<file path="config.mk">
export PLATFORM = sky130hd
export DESIGN_NAME = wwdt_top
export DESIGN_NICKNAME = d
export VERILOG_FILES = /design/src/wwdt_pkg.sv /design/src/wwdt_top.sv /design/src/wwdt_low_power_rc_osc_tick.sv /design/src/wwdt_chain.sv
export SDC_FILE = /design/constraint.sdc
export NUM_CORES = 1
export LEC_CHECK = 0
export BUFFER_PORTS_ARGS = -buffer_cell sky130_fd_sc_hd__buf_2
export CORE_ASPECT_RATIO = 1.2
export CORE_MARGIN = 4
export CORE_UTILIZATION = 54
export CTS_BUF_LIST = sky130_fd_sc_hd__clkbuf_4 sky130_fd_sc_hd__clkbuf_8
export DETAILED_ROUTE_END_ITERATION = 6
export PLACE_DENSITY_LB_ADDON = 0.25
export SETUP_SLACK_MARGIN = 0.1
export SLEW_MARGIN = 20
export SYNTH_ARGS = -nofsm -noshare
export SYNTH_HDL_FRONTEND = slang
export SYNTH_SLANG_ARGS = --single-unit
</file>
<file path="constraint.sdc">
create_clock -name clk -period 5.8 [get_ports clk]
set_input_delay 0.58 -clock clk [delete_from_list [all_inputs] [get_ports clk]]
set_output_delay 0.58 -clock clk [all_outputs]
set_load 0.01 [all_outputs]
</file>
<file path="src/wwdt_pkg.sv">
`default_nettype none
package wwdt_pkg;

    // Clocking of the counter chain
    localparam int unsigned CLK_FREQ_MHZ    = 100;
    localparam int unsigned LOW_POWER_RC_OSC_FREQ_KHZ   = 32;
    localparam int unsigned LOW_POWER_RC_OSC_DIV_CYCLES = (CLK_FREQ_MHZ * 1000) / LOW_POWER_RC_OSC_FREQ_KHZ;
    localparam int unsigned LOW_POWER_RC_OSC_DIV_W      = 12;

    // Counter chain geometry
    localparam int unsigned CHAIN_W         = 22;
    localparam logic [7:0]  PRE_RATIO_SHORT = 8'h20;
    localparam logic [7:0]  PRE_RATIO_LONG  = 8'h80;

    // Closed part of the period in eighths, per window size code
    localparam logic [2:0]  WIN_CLOSED_00   = 3'h2;
    localparam logic [2:0]  WIN_CLOSED_01   = 3'h4;
    localparam logic [2:0]  WIN_CLOSED_10   = 3'h5;
    localparam logic [2:0]  WIN_CLOSED_11   = 3'h6;

    // Register byte offsets
    localparam logic [11:0] OFS_CONFIG      = 12'h000;
    localparam logic [11:0] OFS_RESET_CTRL  = 12'h004;
    localparam logic [11:0] OFS_STATUS      = 12'h008;

    // Configuration word layout and value after reset
    localparam int unsigned CFG_W           = 10;
    localparam logic [9:0]  CFG_RESET       = 10'h0FF;

    // Reset-control register bits
    localparam int unsigned RC_IDLE_BIT     = 2;
    localparam int unsigned RC_SLEEP_BIT    = 3;
    localparam int unsigned RC_TIMEOUT_BIT  = 4;
    localparam int unsigned RC_SOFT_EN_BIT  = 5;

    // Status register bits
    localparam int unsigned ST_ENABLED_BIT  = 29;
    localparam int unsigned ST_POWSAV_BIT   = 30;
    localparam int unsigned ST_WINOPEN_BIT  = 31;

    // Enable policy codes
    localparam logic [1:0]  POLICY_OFF      = 2'h0;
    localparam logic [1:0]  POLICY_ACTIVE   = 2'h1;
    localparam logic [1:0]  POLICY_SOFT     = 2'h2;
    localparam logic [1:0]  POLICY_ALWAYS   = 2'h3;

    typedef struct packed {
        logic [1:0] wd_window_size;
        logic       wd_window_disable;
        logic [1:0] wd_enable_policy;
        logic       wd_prescale_sel;
        logic [3:0] wd_postscale_sel;
    } wwdt_cfg_t;

    typedef struct packed {
        logic        psel;
        logic        penable;
        logic        pwrite;
        logic [31:0] paddr;
        logic [31:0] pwdata;
    } wwdt_apb_req_t;

    typedef struct packed {
        logic [31:0] prdata;
        logic        pready;
        logic        pslverr;
    } wwdt_apb_rsp_t;

    typedef struct packed {
        logic clear_watchdog_instr;
        logic power_save_sleep;
        logic power_save_idle;
        logic clock_switch_done;
        logic wake_event;
        logic device_reset;
    } wwdt_evt_t;

    typedef enum logic [2:0] {
        PS_RUN   = 3'b001,
        PS_SLEEP = 3'b010,
        PS_IDLE  = 3'b100
    } wwdt_pstate_t;

endpackage : wwdt_pkg
`default_nettype wire

</file>
<file path="src/wwdt_top.sv">
`timescale 1ns/1ps
`default_nettype none
// Operation
// - Clock from RC oscillator, enable forces it
// - Oscillator tick nominally 32 kHz
// - Prescaler divides by 32 or 128
// - Four-bit postscaler, sixteen ratios
// - Chain cleared on reset, power-save entry, exit
// - Chain cleared on clock switch completion
// - Clear instruction clears whole chain
// - Keeps counting in Idle, and in Sleep except under policy 01
// - Time-out in power save wakes core
// - Policy 11 always enabled
// - Policy 10 follows software enable bit
// - Software enable cleared by device reset
// - Time-out flag sticky until software clears
// - Window disable bit zero means windowed
// - Window sizes 25, 37.5, 50, 75 percent
// - Policy 01 active-only, 00 fully off
// - Prescale bit one means 1:128
// - Postscale codes are powers of two
module wwdt_top (
    input  wire logic                    clk,
    input  wire logic                    resetn,
    input  wire logic                    ce,
    input  wire wwdt_pkg::wwdt_apb_req_t apb_req,
    output var  wwdt_pkg::wwdt_apb_rsp_t apb_rsp,
    input  wire wwdt_pkg::wwdt_evt_t     evt,
    output var  logic                    low_power_rc_osc_on,
    output var  logic                    wd_reset_req,
    output var  logic                    wd_wake_req
);
    import wwdt_pkg::*;

    // Register state
    logic [CFG_W-1:0]   cfg_reg;
    logic [CFG_W-1:0]   cfg_next;
    logic               soft_en_reg;
    logic               soft_en_next;
    logic               timeout_flag_reg;
    logic               timeout_flag_next;
    logic               sleep_flag_reg;
    logic               sleep_flag_next;
    logic               idle_flag_reg;
    logic               idle_flag_next;
    wwdt_pstate_t       pstate_reg;
    wwdt_pstate_t       pstate_next;
    wwdt_apb_rsp_t      rsp_next;

    // Chain interface
    wire  wwdt_cfg_t    cfg = wwdt_cfg_t'(cfg_reg);
    logic               low_power_rc_osc_tick;
    logic               chain_timeout;
    logic               window_open;
    logic [CHAIN_W-1:0] chain_count;

    // Bus decode
    wire  logic        access    = apb_req.psel & apb_req.penable;
    wire  logic        done      = access & apb_rsp.pready;
    wire  logic        answering = access & ~apb_rsp.pready;
    wire  logic [11:0] ofs       = apb_req.paddr[11:0];
    wire  logic        hi_zero   = (apb_req.paddr[31:12] == 20'h00000);
    wire  logic        sel_cfg   = hi_zero & (ofs == OFS_CONFIG);
    wire  logic        sel_rc    = hi_zero & (ofs == OFS_RESET_CTRL);
    wire  logic        sel_st    = hi_zero & (ofs == OFS_STATUS);
    wire  logic        mapped    = sel_cfg | sel_rc | sel_st;
    wire  logic        wr_cfg    = done & apb_req.pwrite & sel_cfg;
    wire  logic        wr_rc     = done & apb_req.pwrite & sel_rc;
    wire  logic [31:0] wdat      = apb_req.pwdata;

    // Power state
    wire  logic in_run   = (pstate_reg == PS_RUN);
    wire  logic in_sleep = (pstate_reg == PS_SLEEP);

    // Enable policy
    wire  logic pol_always = (cfg.wd_enable_policy == POLICY_ALWAYS);
    wire  logic pol_soft   = (cfg.wd_enable_policy == POLICY_SOFT);
    wire  logic pol_active = (cfg.wd_enable_policy == POLICY_ACTIVE);
    wire  logic pol_off    = (cfg.wd_enable_policy == POLICY_OFF);
    wire  logic enabled    = pol_always
                           | (pol_soft & soft_en_reg)
                           | (pol_active & ~in_sleep);

    // Events that act on the chain
    wire  logic enter_save  = in_run & (evt.power_save_sleep | evt.power_save_idle);
    wire  logic wd_wake     = ~in_run & chain_timeout;
    wire  logic leave_save  = ~in_run & (evt.wake_event | chain_timeout);
    wire  logic clr_instr   = in_run & evt.clear_watchdog_instr;
    // The core is expected to clear only inside the window; we police it
    wire  logic early_clear = enabled & clr_instr & ~cfg.wd_window_disable
                            & ~window_open;
    wire  logic run_timeout = in_run & chain_timeout;
    wire  logic chain_clear = evt.device_reset
                            | enter_save | leave_save
                            | evt.clock_switch_done
                            | clr_instr;

    // Write-zero clears a flag; a hardware set in the same cycle still wins
    wire  logic clr_timeout = wr_rc & ~wdat[RC_TIMEOUT_BIT];
    wire  logic clr_sleep   = wr_rc & ~wdat[RC_SLEEP_BIT];
    wire  logic clr_idle    = wr_rc & ~wdat[RC_IDLE_BIT];
    wire  logic set_timeout = chain_timeout | early_clear;

    assign timeout_flag_next = set_timeout | (timeout_flag_reg & ~clr_timeout);
    assign sleep_flag_next   = (in_run & evt.power_save_sleep)
                             | (sleep_flag_reg & ~clr_sleep);
    assign idle_flag_next    = (in_run & evt.power_save_idle & ~evt.power_save_sleep)
                             | (idle_flag_reg & ~clr_idle);

    // Soft enable only has meaning under the software policy
    assign soft_en_next = (evt.device_reset | pol_off | pol_active) ? 1'b0 :
                          (wr_rc & pol_soft) ? wdat[RC_SOFT_EN_BIT] : soft_en_reg;

    assign cfg_next = wr_cfg ? wdat[CFG_W-1:0] : cfg_reg;

    always_comb begin
        pstate_next = pstate_reg;
        unique case (pstate_reg)
            PS_RUN: begin
                if (evt.power_save_sleep) begin
                    pstate_next = PS_SLEEP;
                end else if (evt.power_save_idle) begin
                    pstate_next = PS_IDLE;
                end
            end
            PS_SLEEP, PS_IDLE: begin
                if (evt.wake_event || chain_timeout) begin
                    pstate_next = PS_RUN;
                end
            end
            default: pstate_next = PS_RUN;
        endcase
        if (evt.device_reset) begin
            pstate_next = PS_RUN;
        end
    end

    // Read data
    wire  logic [31:0] rd_cfg = {{(32-CFG_W){1'b0}}, cfg_reg};
    wire  logic [31:0] rd_rc  = {26'h0000000, soft_en_reg, timeout_flag_reg,
                                 sleep_flag_reg, idle_flag_reg, 2'h0};
    wire  logic [31:0] rd_st  = {window_open, ~in_run, enabled,
                                 (29-CHAIN_W)'(0), chain_count};
    wire  logic [31:0] rd_mux = sel_cfg ? rd_cfg :
                                sel_rc  ? rd_rc  :
                                sel_st  ? rd_st  : 32'h00000000;

    // One wait state: pready rises in the second access cycle
    assign rsp_next.pready  = answering;
    assign rsp_next.pslverr = answering & ~mapped;
    assign rsp_next.prdata  = (answering & ~apb_req.pwrite) ? rd_mux : 32'h00000000;

    always_ff @(posedge clk or negedge resetn) begin
        if (!resetn) begin
            cfg_reg          <= CFG_RESET;
            soft_en_reg      <= 1'b0;
            timeout_flag_reg <= 1'b0;
            sleep_flag_reg   <= 1'b0;
            idle_flag_reg    <= 1'b0;
            pstate_reg       <= PS_RUN;
        end else if (ce) begin
            cfg_reg          <= cfg_next;
            soft_en_reg      <= soft_en_next;
            timeout_flag_reg <= timeout_flag_next;
            sleep_flag_reg   <= sleep_flag_next;
            idle_flag_reg    <= idle_flag_next;
            pstate_reg       <= pstate_next;
        end
    end

    always_ff @(posedge clk or negedge resetn) begin
        if (!resetn) begin
            apb_rsp             <= '0;
            low_power_rc_osc_on <= 1'b0;
            wd_reset_req        <= 1'b0;
            wd_wake_req         <= 1'b0;
        end else if (ce) begin
            apb_rsp             <= rsp_next;
            low_power_rc_osc_on <= enabled;
            wd_reset_req        <= run_timeout | early_clear;
            wd_wake_req         <= wd_wake;
        end
    end

    // Oscillator runs only while enabled, so a disabled watchdog burns nothing
    wwdt_low_power_rc_osc_tick u_tick (
        .clk    (clk),
        .resetn (resetn),
        .ce     (ce),
        .osc_on (low_power_rc_osc_on),
        .tick   (low_power_rc_osc_tick)
    );

    wwdt_chain #(
        .CNT_W (CHAIN_W)
    ) u_chain (
        .clk         (clk),
        .resetn      (resetn),
        .ce          (ce),
        .tick        (low_power_rc_osc_tick),
        .run         (enabled),
        .clear       (chain_clear),
        .cfg         (cfg),
        .timeout     (chain_timeout),
        .window_open (window_open),
        .count       (chain_count)
    );

endmodule : wwdt_top
`default_nettype wire

</file>
<file path="src/wwdt_low_power_rc_osc_tick.sv">
`timescale 1ns/1ps
`default_nettype none
module wwdt_low_power_rc_osc_tick (
    input  wire logic clk,
    input  wire logic resetn,
    input  wire logic ce,
    input  wire logic osc_on,
    output var  logic tick
);
    import wwdt_pkg::*;

    logic [LOW_POWER_RC_OSC_DIV_W-1:0] div_reg;
    logic [LOW_POWER_RC_OSC_DIV_W-1:0] div_next;
    wire  logic            wrap = (div_reg == LOW_POWER_RC_OSC_DIV_W'(LOW_POWER_RC_OSC_DIV_CYCLES - 1));

    // Oscillator stopped means no ticks and a fresh phase on restart
    assign div_next = (!osc_on || wrap) ? '0 : div_reg + 1'b1;

    always_ff @(posedge clk or negedge resetn) begin
        if (!resetn) begin
            div_reg <= '0;
            tick    <= 1'b0;
        end else if (ce) begin
            div_reg <= div_next;
            tick    <= osc_on & wrap;
        end
    end
endmodule : wwdt_low_power_rc_osc_tick
`default_nettype wire

</file>
<file path="src/wwdt_chain.sv">
`timescale 1ns/1ps
`default_nettype none
module wwdt_chain #(
    parameter int unsigned CNT_W = wwdt_pkg::CHAIN_W
) (
    input  wire logic                clk,
    input  wire logic                resetn,
    input  wire logic                ce,
    input  wire logic                tick,
    input  wire logic                run,
    input  wire logic                clear,
    input  wire wwdt_pkg::wwdt_cfg_t cfg,
    output var  logic                timeout,
    output var  logic                window_open,
    output var  logic [CNT_W-1:0]    count
);
    import wwdt_pkg::*;

    function automatic logic [2:0] closed_eighths(input logic [1:0] code);
        unique case (code)
            2'h0: closed_eighths = WIN_CLOSED_00;
            2'h1: closed_eighths = WIN_CLOSED_01;
            2'h2: closed_eighths = WIN_CLOSED_10;
            default: closed_eighths = WIN_CLOSED_11;
        endcase
    endfunction : closed_eighths

    // Low bits act as the prescaler, high bits as the postscaler; one adder
    // keeps both cleared together
    wire logic [CNT_W:0]   base      = cfg.wd_prescale_sel ?
                                       (CNT_W+1)'(PRE_RATIO_LONG) :
                                       (CNT_W+1)'(PRE_RATIO_SHORT);
    wire logic [CNT_W:0]   period    = base << cfg.wd_postscale_sel;
    wire logic [CNT_W-1:0] last      = CNT_W'(period - 1'b1);
    wire logic [CNT_W:0]   threshold = (CNT_W+1)'((period >> 3) *
                                       (CNT_W+1)'(closed_eighths(cfg.wd_window_size)));

    assign timeout     = run & tick & (count == last);
    assign window_open = ({1'b0, count} >= threshold);

    always_ff @(posedge clk or negedge resetn) begin
        if (!resetn) begin
            count <= '0;
        end else if (ce) begin
            if (clear || timeout) begin
                count <= '0;
            end else if (run && tick) begin
                count <= count + 1'b1;
            end
        end
    end
endmodule : wwdt_chain
`default_nettype wire

</file>
---- Yosys cells after proc, flatten, opt, wreduce, memory -nomap -nowiden ----
Index checks and enable logic that the tools add are counted.
operators by class
  add/subtract/negate cells ............... 3
  multiply operators ...................... 1
  order comparisons ....................... 1
  equal/unequal tests ..................... 14
  shift operators ......................... 1
  muxes and demuxes ....................... 16
  bitwise operators ....................... 65
  reductions and logical operators ........ 16
operators with widths
  kind                   count
  $mux 32                4
  $mux 22                2
  $and 1x1->1            34
  $ge 22x23->1           1
  $mul 20x3->23          1
  $shl 8x4->23           1
  $add 22x1->22 const B  1
  $eq 22x22->1           1
  $sub 22x1->22 const B  1
  $logic_not 20->1       1
  $or 1x1->1             17
  $not 1->1              14
  $add 12x1->12 const B  1
  $eq 12x12->1 const B   1
  $eq 12x3->1 const B    1
  $eq 12x4->1 const B    1
  $logic_not 12->1       1
  $mux 12                1
  $mux 3                 4
  $pmux 3 s3             1
  $mux 8                 1
  $eq 2x2->1 const B     3
  $pmux 3 s2             1
  $reduce_and 2->1       3
  other kinds (14)       20
word-level totals
  register bits ........................... 89
  output and inout port bits .............. 37
  word-level logic and storage cells ...... 132

---- Longest topological paths before layout ----
Gate-level depths: netlist of the first run.
  word-level depth ........................ 14
  gate-level depth with buffers ........... 27
  mapped depth without buffers ............ 24

---- Hierarchy ----
Synthesis of the first run repeated with hierarchy kept, for this count alone.
unflattened totals
  cell total of the unflattened synthesis .. 771
  area, all modules ....................... 6920.4 sq um
modules (own cells, without submodules)
  module                      instances  cells each  area an instance (sq um)  sequential area each (sq um)
  wwdt_chain                  1          498         3932.5                    550.5
  wwdt_top                    1          197         2239.6                    1187.4
  wwdt_low_power_rc_osc_tick  1          76          748.2                     325.3

---- Worst setup path after synthesis of the first run ----
No wires, ideal clock.
  kind .................................... register to register
  from .................................... register cfg_reg[1], in the netlist cfg[1]
  to ...................................... register timeout_flag_reg
  setup time .............................. 0.077 ns
  arrival ................................. 5.443 ns
  data required time ...................... 5.723 ns
  slack ................................... 0.279 ns
  cell stages (with the launch flop) ...... 25
  path buffers ............................ 2
  period minus slack after synthesis ...... 5.521 ns
  cells stage by stage .................... dfstp_2 buf_2 xor2_1 nand2_1 clkbuf_1 or3_1 fa_1 inv_1 ha_1 a211o_1 a2111oi_0 o31ai_1 a21oi_1 o21bai_1 a21oi_1 xor2_1 ha_1 a21oi_1 o21ai_0 a311oi_1 o21ai_0 o21ai_0 o31ai_1 and3_1 a21oi_1
on the way
  word-level cells in the longest chain between the ends .. 7
  elaborated cells on any way between the ends .. 10
RTL lines
  item                    line              source
  start, declared         wwdt_top.sv:36    logic [CFG_W-1:0] cfg_reg;
  start signal, assigned  wwdt_top.sv:162   cfg_reg <= cfg_next;
  $shl 8x4->23 (*)        wwdt_chain.sv:33  wire logic [CNT_W:0] period = base << cfg.wd_postscale_sel;
  $mul 20x3->23           wwdt_chain.sv:35  wire logic [CNT_W:0] threshold = (CNT_W+1)'((period >> 3) *
  $ge 22x23->1            wwdt_chain.sv:39  assign window_open = ({1'b0, count} >= threshold);
  $not 1->1               wwdt_top.sv:91    & ~window_open;
  $and 1x1->1             wwdt_top.sv:91
  $or 1x1->1 (*)          wwdt_top.sv:102   wire logic set_timeout = chain_timeout | early_clear;
  $or 1x1->1 (*)          wwdt_top.sv:104   assign timeout_flag_next = set_timeout | (timeout_flag_reg & ~clr_timeout);
  end signal, assigned    wwdt_top.sv:164   timeout_flag_reg <= timeout_flag_next;
  end, declared           wwdt_top.sv:40    logic timeout_flag_reg;
Every way passes the cells marked *; elsewhere a longest branch is shown, timed or not.
A chain may end at the register's enable or synchronous reset.

---- Worst setup path in the final report of the first run ----
  from .................................... register cfg_reg[1], in the netlist cfg[1]
  to ...................................... register apb_rsp[33] (netlist bit)
on the way
  word-level cells in the longest chain between the ends .. 7
RTL lines
  item                  line              source
  $shl 8x4->23          wwdt_chain.sv:33
  $mul 20x3->23         wwdt_chain.sv:35
  $ge 22x23->1          wwdt_chain.sv:39
  $mux 32               wwdt_top.sv:146   sel_st ? rd_st : 32'h00000000;
  $mux 32               wwdt_top.sv:145   sel_rc ? rd_rc :
  $mux 32               wwdt_top.sv:144   wire logic [31:0] rd_mux = sel_cfg ? rd_cfg :
  $mux 32               wwdt_top.sv:151   assign rsp_next.prdata = (answering & ~apb_req.pwrite) ? rd_mux : 32'h00000000;
  end signal, assigned  wwdt_top.sv:178   apb_rsp <= rsp_next;
  end, declared         wwdt_top.sv:27    output var wwdt_pkg::wwdt_apb_rsp_t apb_rsp,
No other way between the ends.

==> impl_metrics.json, run 1 <==
{
  "outcome": "finished, final reports clean",
  "rows": 44,
  "ys_seq_elements": 82,
  "synth_largest_area_cell": "dfrtp_1",
  "io_buffers": 83,
  "setup_slack_ps": 365,
  "max-vdd-ir-drop_mv": 0.191,
  "synth.top_cell.area_share_pct": 26.9,
  "cp-start-kind": "register",
  "tightest_slew_ps": 1020,
  "dieHeight_um": 131,
  "synth_compound_area_share_pct": 18.0,
  "synth_ff_type": "dfrtp_1",
  "finalHoldViolations": 0,
  "grt_start_max_net_pins": 83,
  "arrival_ps": 5690,
  "cellPowerDensity_nw_per_um2": 155,
  "synth_top_family_by_area": "simple AND/OR/NAND/NOR gates",
  "power.total_mw": 1.20,
  "start_util_pct": 55.6,
  "synth_adder_area_share_pct": 13.8,
  "rsz0062_at_grt": "no",
  "layout_commonest_cell": "nor2_1",
  "maxCapViolations": 0,
  "cts_tree": "done",
  "yosysSeqAreaShare_pct": 30.4,
  "wirelength_um": 19300,
  "drive_gt1_share_pct": 21.6,
  "cts_buffers": 9,
  "core_um2": 12200,
  "synth_simple_gate_area_share_pct": 23.1,
  "antenna_found_initial": 0,
  "synthXorXnorAreaFrac_pct": 6.28,
  "antenna_cells": 0,
  "first_pass_iters": 5,
  "muxShareOfSynthArea_pct": 2.36,
  "min_period_over_period_pct": 93.7,
  "grt_pass1_wl_um": 31600,
  "area_growth_pct": 14.5,
  "r2r-start": "cfg[1]",
  "async_reset_ff_share_pct": 100,
  "clk_transition_reported_paths_ps": 90,
  "worstSkewPairLatency_ps": 370,
  "rr_worst_depth": 21,
  "ys_warn_count": 0,
  "cp_max_fo": 4,
  "drt_iter0_drc": 491,
  "reg2reg_slack_ps": 370,
  "nets": 1022,
  "wl_per_cell_um": 18.4,
  "synth_cells": 795,
  "largest_reg_flops": 27,
  "io_pins": 113,
  "end_kind": "register",
  "grt_overflow": 0,
  "fmax_mhz": 184,
  "vias": 6480,
  "cts_root_buf": "clkbuf_8",
  "final.setup.tns_ps": 0,
  "grt_pass1_vias": 6527,
  "synth_area_per_cell_um2": 8.55,
  "hpwl_um": 14800,
  "path_class": "reg -> reg",
  "clkSinkCount": 82,
  "cts_hold_buf": 0,
  "regToRegEndpoint": "apb_rsp[33]",
  "synth_edf_count": 0,
  "layout_common_cells": "nor2_1, buf_2, dfrtp_1, nand2_1",
  "leakagePower_nw": 3.57,
  "drc": 0,
  "ys_types": 75,
  "design.die.area_um2": 14500,
  "relSlewSlack_pct": 31.4,
  "cts_max_path_buffers": 2,
  "cp_data_required_time_ps": 6050,
  "skew_ps": 13.5,
  "ys_top_cells_by_area": "dfrtp_1, ha_1, fa_1, nor2_1, o21ai_0",
  "final_core_util_pct": 63.7,
  "routabilityCongestion": 0.983,
  "drv_slew": 0,
  "setup_viol": 0,
  "pre_cts_ws_ps": -47.7,
  "viasPerCell": 6.18,
  "die_w_um": 110,
  "ant_nets": 0,
  "post-route-min-period_ps": 5430,
  "syn-cell-area_um2": 6800,
  "hold_class": "in -> async",
  "gr-usage-all-layers_pct": 26.7,
  "htreeDepth": 3
}
-- Yosys cell counts (all sizes together) (16+ instances only) --
| cell | n |
|---|---|
| a21oi | 41 |
| buf | 24 |
| clkbuf | 25 |
| dfrtp | 73 |
| fa | 17 |
| ha | 47 |
| inv | 44 |
| nand2 | 58 |
| nand3 | 36 |
| nand4 | 16 |
| nor2 | 87 |
| nor3 | 29 |
| o21ai | 49 |
| xnor2 | 24 |
| xor2 | 22 |
-- cell families (layout without fill, tap and decap cells) --
| group | count (synthesis) | after routing |
|---|---|---|
| other | 1 | 7 |
| adders and majority gates | 65 | 65 |
| buffers and inverters | 94 | 180 |
| xor gates and xnor gates | 47 | 47 |
| DFF | 82 | 82 |
| muxes | 14 | 14 |
| AOI/OAI and AO/OA | 181 | 181 |
| and+or+nand+nor | 311 | 311 |
-- power breakdown --
| group | switching (mW) | leakage (nW) | total (mW) | internal [mW] |
|---|---|---|---|---|
| registers | 0.0338 | 1.07 | 0.640 | 0.606 |
| clock network | 0.221 | 0.0891 | 0.392 | 0.171 |
| logic | 0.0982 | 2.41 | 0.173 | 0.0745 |
-- critical path, stage by stage (launching register included) --
cell and delay, ps:
dfstp_2 560, xor2_2 200, nand2_2 110, or3_1 380, fa_1 540, inv_1 40
ha_1 340, a211o_1 360, a2111oi_2 310, buf_4 170, o31ai_1 100, a21oi_1 190
buf_4 140, xnor2_1 100, ha_1 380, nand4_1 110, nor2_1 200, o221ai_2 190
a311oi_2 270, o21ai_2 120, buf_4 140, o41ai_1 350
-- metrics by stage --
stage | cells | hold WS, ps | cell area, um2
after floorplan | 801 | 284 | 6820
after global placement | 1031 | 466 | 7470
after detailed placement | 1031 | 472 | 7470
after CTS | 1047 | 413 | 7670
after global routing | 1048 | 284 | 7780
final | 1048 | 220 | 7780
-- routing by layer --
layer / track usage (%) / vias to the layer above / part of all wire [%]
met5: 0 / - / 0
li1: - / 3016 / -
met2: 46.5 / 262 / 49
met4: 13.3 / 0 / 4.1
met1: 33.0 / 3153 / 42
met3: 3.78 / 49 / 5.3
-- worst max path at each step --
stage	to	startpoint	cells after the start
after global routing	timeout_flag_reg	cfg[1]	23
final	apb_rsp[33]	cfg[1]	21
after CTS	timeout_flag_reg	cfg[8]	23
after detailed placement	wd_reset_req	cfg[1]	22
after global placement	timeout_flag_reg	cfg[8]	24
after floorplan	timeout_flag_reg	cfg[1]	24
-- what timing repair did --
| item | CTS | global route |
|---|---|---|
| buffers inserted | 0 | 1 |
| resized for setup | 3 | 27 |
| setup endpoints to repair | 3 | 3 |
| pin swaps | 2 | 8 |
-- final cells by class --
cell class / count / area [um2]
clock buffers: 10 / 138
clock inverters: 6 / 50.0
fillers: 1081 / 4440
inverters: 45 / 169
multi-input cells: 625 / 4470
flip-flops and latches: 82 / 2060
well taps: 161 / 201
repair buffers: 119 / 696
Note: power is estimated with default switching activity, not from simulation.
==> inputs of run 2 (changes only) <==
PLACE_DENSITY = 0.8   (was default)
PLACE_DENSITY_LB_ADDON = default   (was 0.25)
==> run 2 against run 1 <==
  * Sequential cell count stayed put
  * Global-route usage is 2.2 points lower
  * First-iteration DRC count is 10% lower
  * Critical path type unchanged
==> impl_metrics.json, run 2 (synthesized netlist as in run 1, its figures left out) <==
{
  "outcome": "finished, final reports clean",
  "cellPowerDensity_nw_per_um2": 159,
  "clk_transition_reported_paths_ps": 90,
  "skew_ps": 5.99,
  "cts_root_buf": "clkbuf_8",
  "hpwl_um": 13500,
  "max-vdd-ir-drop_mv": 0.230,
  "wirelength_um": 17700,
  "slowest_stage": "dfstp_2",
  "viasPerCell": 5.97,
  "drc": 0,
  "finalHoldViolations": 0,
  "core_um2": 12200,
  "rows": 44,
  "fmax_mhz": 183,
  "reg2reg_slack_ps": 320,
  "grt_pass1_vias": 6069,
  "worstPathCellList": "xor2_2 > buf_4 > nand2_1 > or3_1 > fa_1 > inv_1 > ha_1 > nand4_1 > nor3_2 > o311ai_1 > buf_4 > a21oi_1 > o31ai_2 > o2bb2ai_1 > xor2_1 > ha_1 > nand3_1 > nor3_1 > a21oi_1 > o21ai_0 > o21ai_1 > o31ai_2 > o22ai_1 > a21o_1",
  "busiest_layer": "met2",
  "cp-start-kind": "register",
  "cts_buffers": 9,
  "use_met3_pct": 3.22,
  "cts_tree": "done",
  "layout_commonest_cell": "nor2_1",
  "first_pass_iters": 5,
  "crit_buf_inv": 3,
  "nets": 1023,
  "dieHeight_um": 131,
  "r2r-start": "cfg[1]",
  "area_growth_pct": 15.0,
  "hold_class": "in -> async",
  "grt_pass1_wl_um": 29200,
  "path_class": "reg -> reg",
  "routabilityCongestion": 0.944,
  "start_util_pct": 55.6,
  "largest_reg_flops": 27,
  "path_depth": 24,
  "met1_usage_pct": 31.0,
  "cts_max_path_buffers": 2,
  "tightest_slew_ps": 735,
  "drt_iter0_drc": 442,
  "final_core_util_pct": 63.9,
  "critPathMaxStageDelay_ps": 560,
  "htreeDepth": 3,
  "end_kind": "register",
  "design.die.area_um2": 14500,
  "maxCapViolations": 0,
  "grt_overflow": 0,
  "antenna_found_initial": 0,
  "cp_data_required_time_ps": 6050,
  "gr-usage-all-layers_pct": 24.5,
  "cp_top_family": "compound AO/OA/AOI/OAI gates",
  "worstSkewPairLatency_ps": 350,
  "grt_start_max_net_pins": 83,
  "drv_slew": 0,
  "io_buffers": 83,
  "die_w_um": 110,
  "clkSinkCount": 82,
  "min_period_over_period_pct": 94.4,
  "ant_nets": 0,
  "cp_max_fo": 6,
  "post-route-min-period_ps": 5480,
  "drive_gt1_share_pct": 21.4,
  "final.setup.tns_ps": 0,
  "arrival_ps": 5730,
  "global_route.usage.met2_pct": 42.7,
  "dpl_cell_area_um2": 7480,
  "regToRegEndpoint": "wd_reset_req",
  "wl_per_cell_um": 16.9,
  "leakagePower_nw": 3.61,
  "rr_worst_depth": 24,
  "setup_viol": 0,
  "antenna_cells": 0,
  "cts_hold_buf": 0,
  "design_area_um2": 7820,
  "vias": 6265,
  "layout_common_cells": "nor2_1, buf_2, dfrtp_1, nand2_1, ha_1",
  "io_pins": 113,
  "relSlewSlack_pct": 51.0
}
-- run 2: worst max-delay path by stage --
stage           start                to
6_report       cfg[1]      wd_reset_req
5_1_grt        cfg[2]      wd_reset_req
4_1_cts        cfg[2]      wd_reset_req
3_5_place_dp   cfg[4]  timeout_flag_reg
3_3_place_gp   cfg[4]  timeout_flag_reg
2_1_floorplan  cfg[1]  timeout_flag_reg
-- run 2: what timing repair did --
item	4_1_cts	5_1_grt
gates resized for setup	5	23
hold endpoints to repair	0	0
setup buffers	0	2
pin swaps	0	10
endpoints found under the setup margin	3	3
-- run 2: power by group --
part	leakage (nW)	internal, mW	switching (mW)	total (mW)
sequential	1.07	0.606	0.0338	0.640
combinational	2.43	0.0745	0.100	0.175
clock	0.0995	0.214	0.216	0.430
total	3.61	0.895	0.350	1.25
-- run 2: final cells by class --
| type | count | area [um2] |
|---|---|---|
| Clock buffer | 10 | 138 |
| Clock inverter | 6 | 71.3 |
| Fill cell | 1057 | 4410 |
| Inverter | 45 | 169 |
| Multi-Input combinational cell | 625 | 4460 |
| Sequential cell | 82 | 2060 |
| Tap cell | 161 | 201 |
| Timing Repair Buffer | 120 | 712 |
-- run 2: metrics by stage --
step | hold WS (ps) | power [mW] | instances | setup WS [ps]
2_1_floorplan | 284 | 0.756 | 801 | 279
3_3_place_gp | 462 | 0.819 | 1031 | 43.5
3_5_place_dp | 463 | 0.823 | 1031 | -105
4_1_cts | 432 | 1.25 | 1047 | 147
5_1_grt | 313 | 1.30 | 1049 | -15.5
6_report | 240 | 1.25 | 1049 | 322
-- run 2: layer usage --
layer  wire, um  part of all wire [%]
met4        660                   3.7
met3        940                   5.3
met2       8670                    49
met5          0                     0
met1       7440                    42
==> inputs of run 3 (changes only) <==
--- a/config.mk
+++ b/config.mk
@@ -14,5 +14,4 @@
 export PLACE_DENSITY = 0.8
 export SETUP_SLACK_MARGIN = 0.1
-export SLEW_MARGIN = 20
 export SYNTH_ARGS = -nofsm -noshare
 export SYNTH_HDL_FRONTEND = slang
==> constraint.sdc (replaced) <==
create_clock -name clk -period 5.8 [get_ports clk]
set_input_delay 0.58 -clock clk [delete_from_list [all_inputs] [get_ports clk]]
set_output_delay 0.58 -clock clk [all_outputs]
set_load 0.05 [all_outputs]
==> run 3 against run 2 <==
  * Combinational power up 12%
  * Routed wire length about the same
  * Clock skew hardly changed
  * Via count down 0.11%
  * Sequential power hardly changed
  * Highest routed layer unchanged
  * Cell count unchanged
  * Die area unchanged
  * Critical path type unchanged
==> impl_metrics.json, run 3 (synthesized netlist as in run 1, its figures left out) <==
{
  "outcome": "finished, final reports clean",
  "slowest_stage": "fa_1",
  "viasPerCell": 5.97,
  "antenna_found_initial": 0,
  "clkSinkCount": 82,
  "drv_slew": 0,
  "cts_hold_buf": 0,
  "hold_class": "in -> async",
  "drc": 0,
  "setup_viol": 0,
  "final_cells": 1049,
  "grt_overflow": 0,
  "worstPathCellList": "inv_1 > ha_1 > buf_4 > or3_1 > fa_1 > inv_1 > ha_1 > a211o_1 > a2111oi_4 > buf_4 > o31ai_2 > a21oi_2 > o21bai_1 > a21oi_1 > xor2_1 > ha_1 > a21oi_1 > o21ai_0 > a311oi_1 > o21ai_0 > o21ai_1 > o31ai_2 > and3_1 > a21oi_1",
  "relSlewSlack_pct": 31.9,
  "routabilityCongestion": 0.944,
  "grt_pass1_wl_um": 29200,
  "end_kind": "register",
  "path_class": "reg -> reg",
  "power.total_mw": 1.27,
  "min_period_over_period_pct": 94.4,
  "cp_max_fo": 4,
  "clk_transition_reported_paths_ps": 90,
  "rows": 44,
  "layout_common_cells": "nor2_1, buf_2, dfrtp_1, nand2_1, ha_1",
  "wl_per_cell_um": 16.9,
  "dpl_cell_area_um2": 7480,
  "dieHeight_um": 131,
  "die_w_um": 110,
  "antenna_cells": 0,
  "design.die.area_um2": 14500,
  "io_pins": 113,
  "worstSkewPairLatency_ps": 350,
  "dpl.cell_count": 1031,
  "arrival_ps": 5760,
  "cts_max_path_buffers": 2,
  "critPathMaxStageDelay_ps": 520,
  "wirelength_um": 17700,
  "htreeDepth": 3,
  "vias": 6258,
  "tightest_slew_ps": 1020,
  "finalHoldViolations": 0,
  "crit_buf_inv": 4,
  "first_pass_iters": 5,
  "grt_pass1_vias": 6069,
  "fmax_mhz": 183,
  "nets": 1023,
  "cts_tree": "done",
  "ant_nets": 0,
  "cp_data_required_time_ps": 6080,
  "layout_commonest_cell": "nor2_1",
  "cellPowerDensity_nw_per_um2": 162,
  "grt_start_max_net_pins": 83,
  "post-route-min-period_ps": 5480,
  "io_buffers": 83,
  "drt_iter0_drc": 442,
  "start_util_pct": 55.6,
  "drive_gt1_share_pct": 21.4,
  "cts_buffers": 9,
  "design_area_um2": 7810,
  "cp_top_family": "compound AO/OA/AOI/OAI gates",
  "area_growth_pct": 15.0,
  "max-vdd-ir-drop_mv": 0.262,
  "hpwl_um": 13500,
  "cp-start-kind": "register",
  "cts_root_buf": "clkbuf_8",
  "skew_ps": 6.49,
  "leakagePower_nw": 3.60,
  "gr-usage-all-layers_pct": 24.5,
  "maxCapViolations": 0,
  "core_um2": 12200,
  "largest_reg_flops": 27
}
run 3: cell count changes in the layout (fill, tap and decap cells not counted):
| cell | change |
|---|---|
| buf_6 | -1 |
| buf_4 | +1 |
run 3: worst paths after layout:
path	start	end	slack (ps)	cells past startpoint
max	cfg[9]	timeout_flag_reg	320	24
min	resetn	apb_rsp[6]	370	1
max reg2reg	cfg[9]	timeout_flag_reg	320	24
min reg2reg	apb_rsp[0]	apb_rsp[0]	480	1
max in group asynchronous	resetn	idle_flag_reg	4740	1
min in group clk	apb_req[8]	cfg[8]	440	3
run 3: final cells by class:
class                      instances  area (um2)
multi-input combinational        625        4460
fill                            1059        4410
sequential                        82        2060
timing repair buffer             120         708
tap                              161         201
inverter                          45         169
clock buffer                      10         138
clock inverter                     6        71.3
run 3: report_power, final:
part / switching [mW] / internal (mW) / total [mW]
logic: 0.121 / 0.0742 / 0.196
clock network: 0.216 / 0.214 / 0.430
registers: 0.0334 / 0.606 / 0.640
total: 0.371 / 0.895 / 1.27
run 3: through the flow:
stage	TNS, ps	setup slack (ps)	util, %	hold WS [ps]
detailed placement	-175	-105	61.2	463
global placement	0	43.5	61.2	462
finish	0	323	63.9	375
global route	-16.4	-15.5	63.9	451
floorplan	0	279	-	284
CTS	0	147	63.1	432
run 3: what timing repair did:
action                                  4_1_cts  5_1_grt
resized for setup                             5       23
pin swaps                                     0       10
endpoints found under the setup margin        3        3
setup buffers                                 0        2
run 3: metal layers:
layer / wire (um) / global-route usage (%)
met1: 7420 / 31.0
met2: 8670 / 42.7
met3: 968 / 3.22
met4: 660 / 10.6
met5: 0 / 0
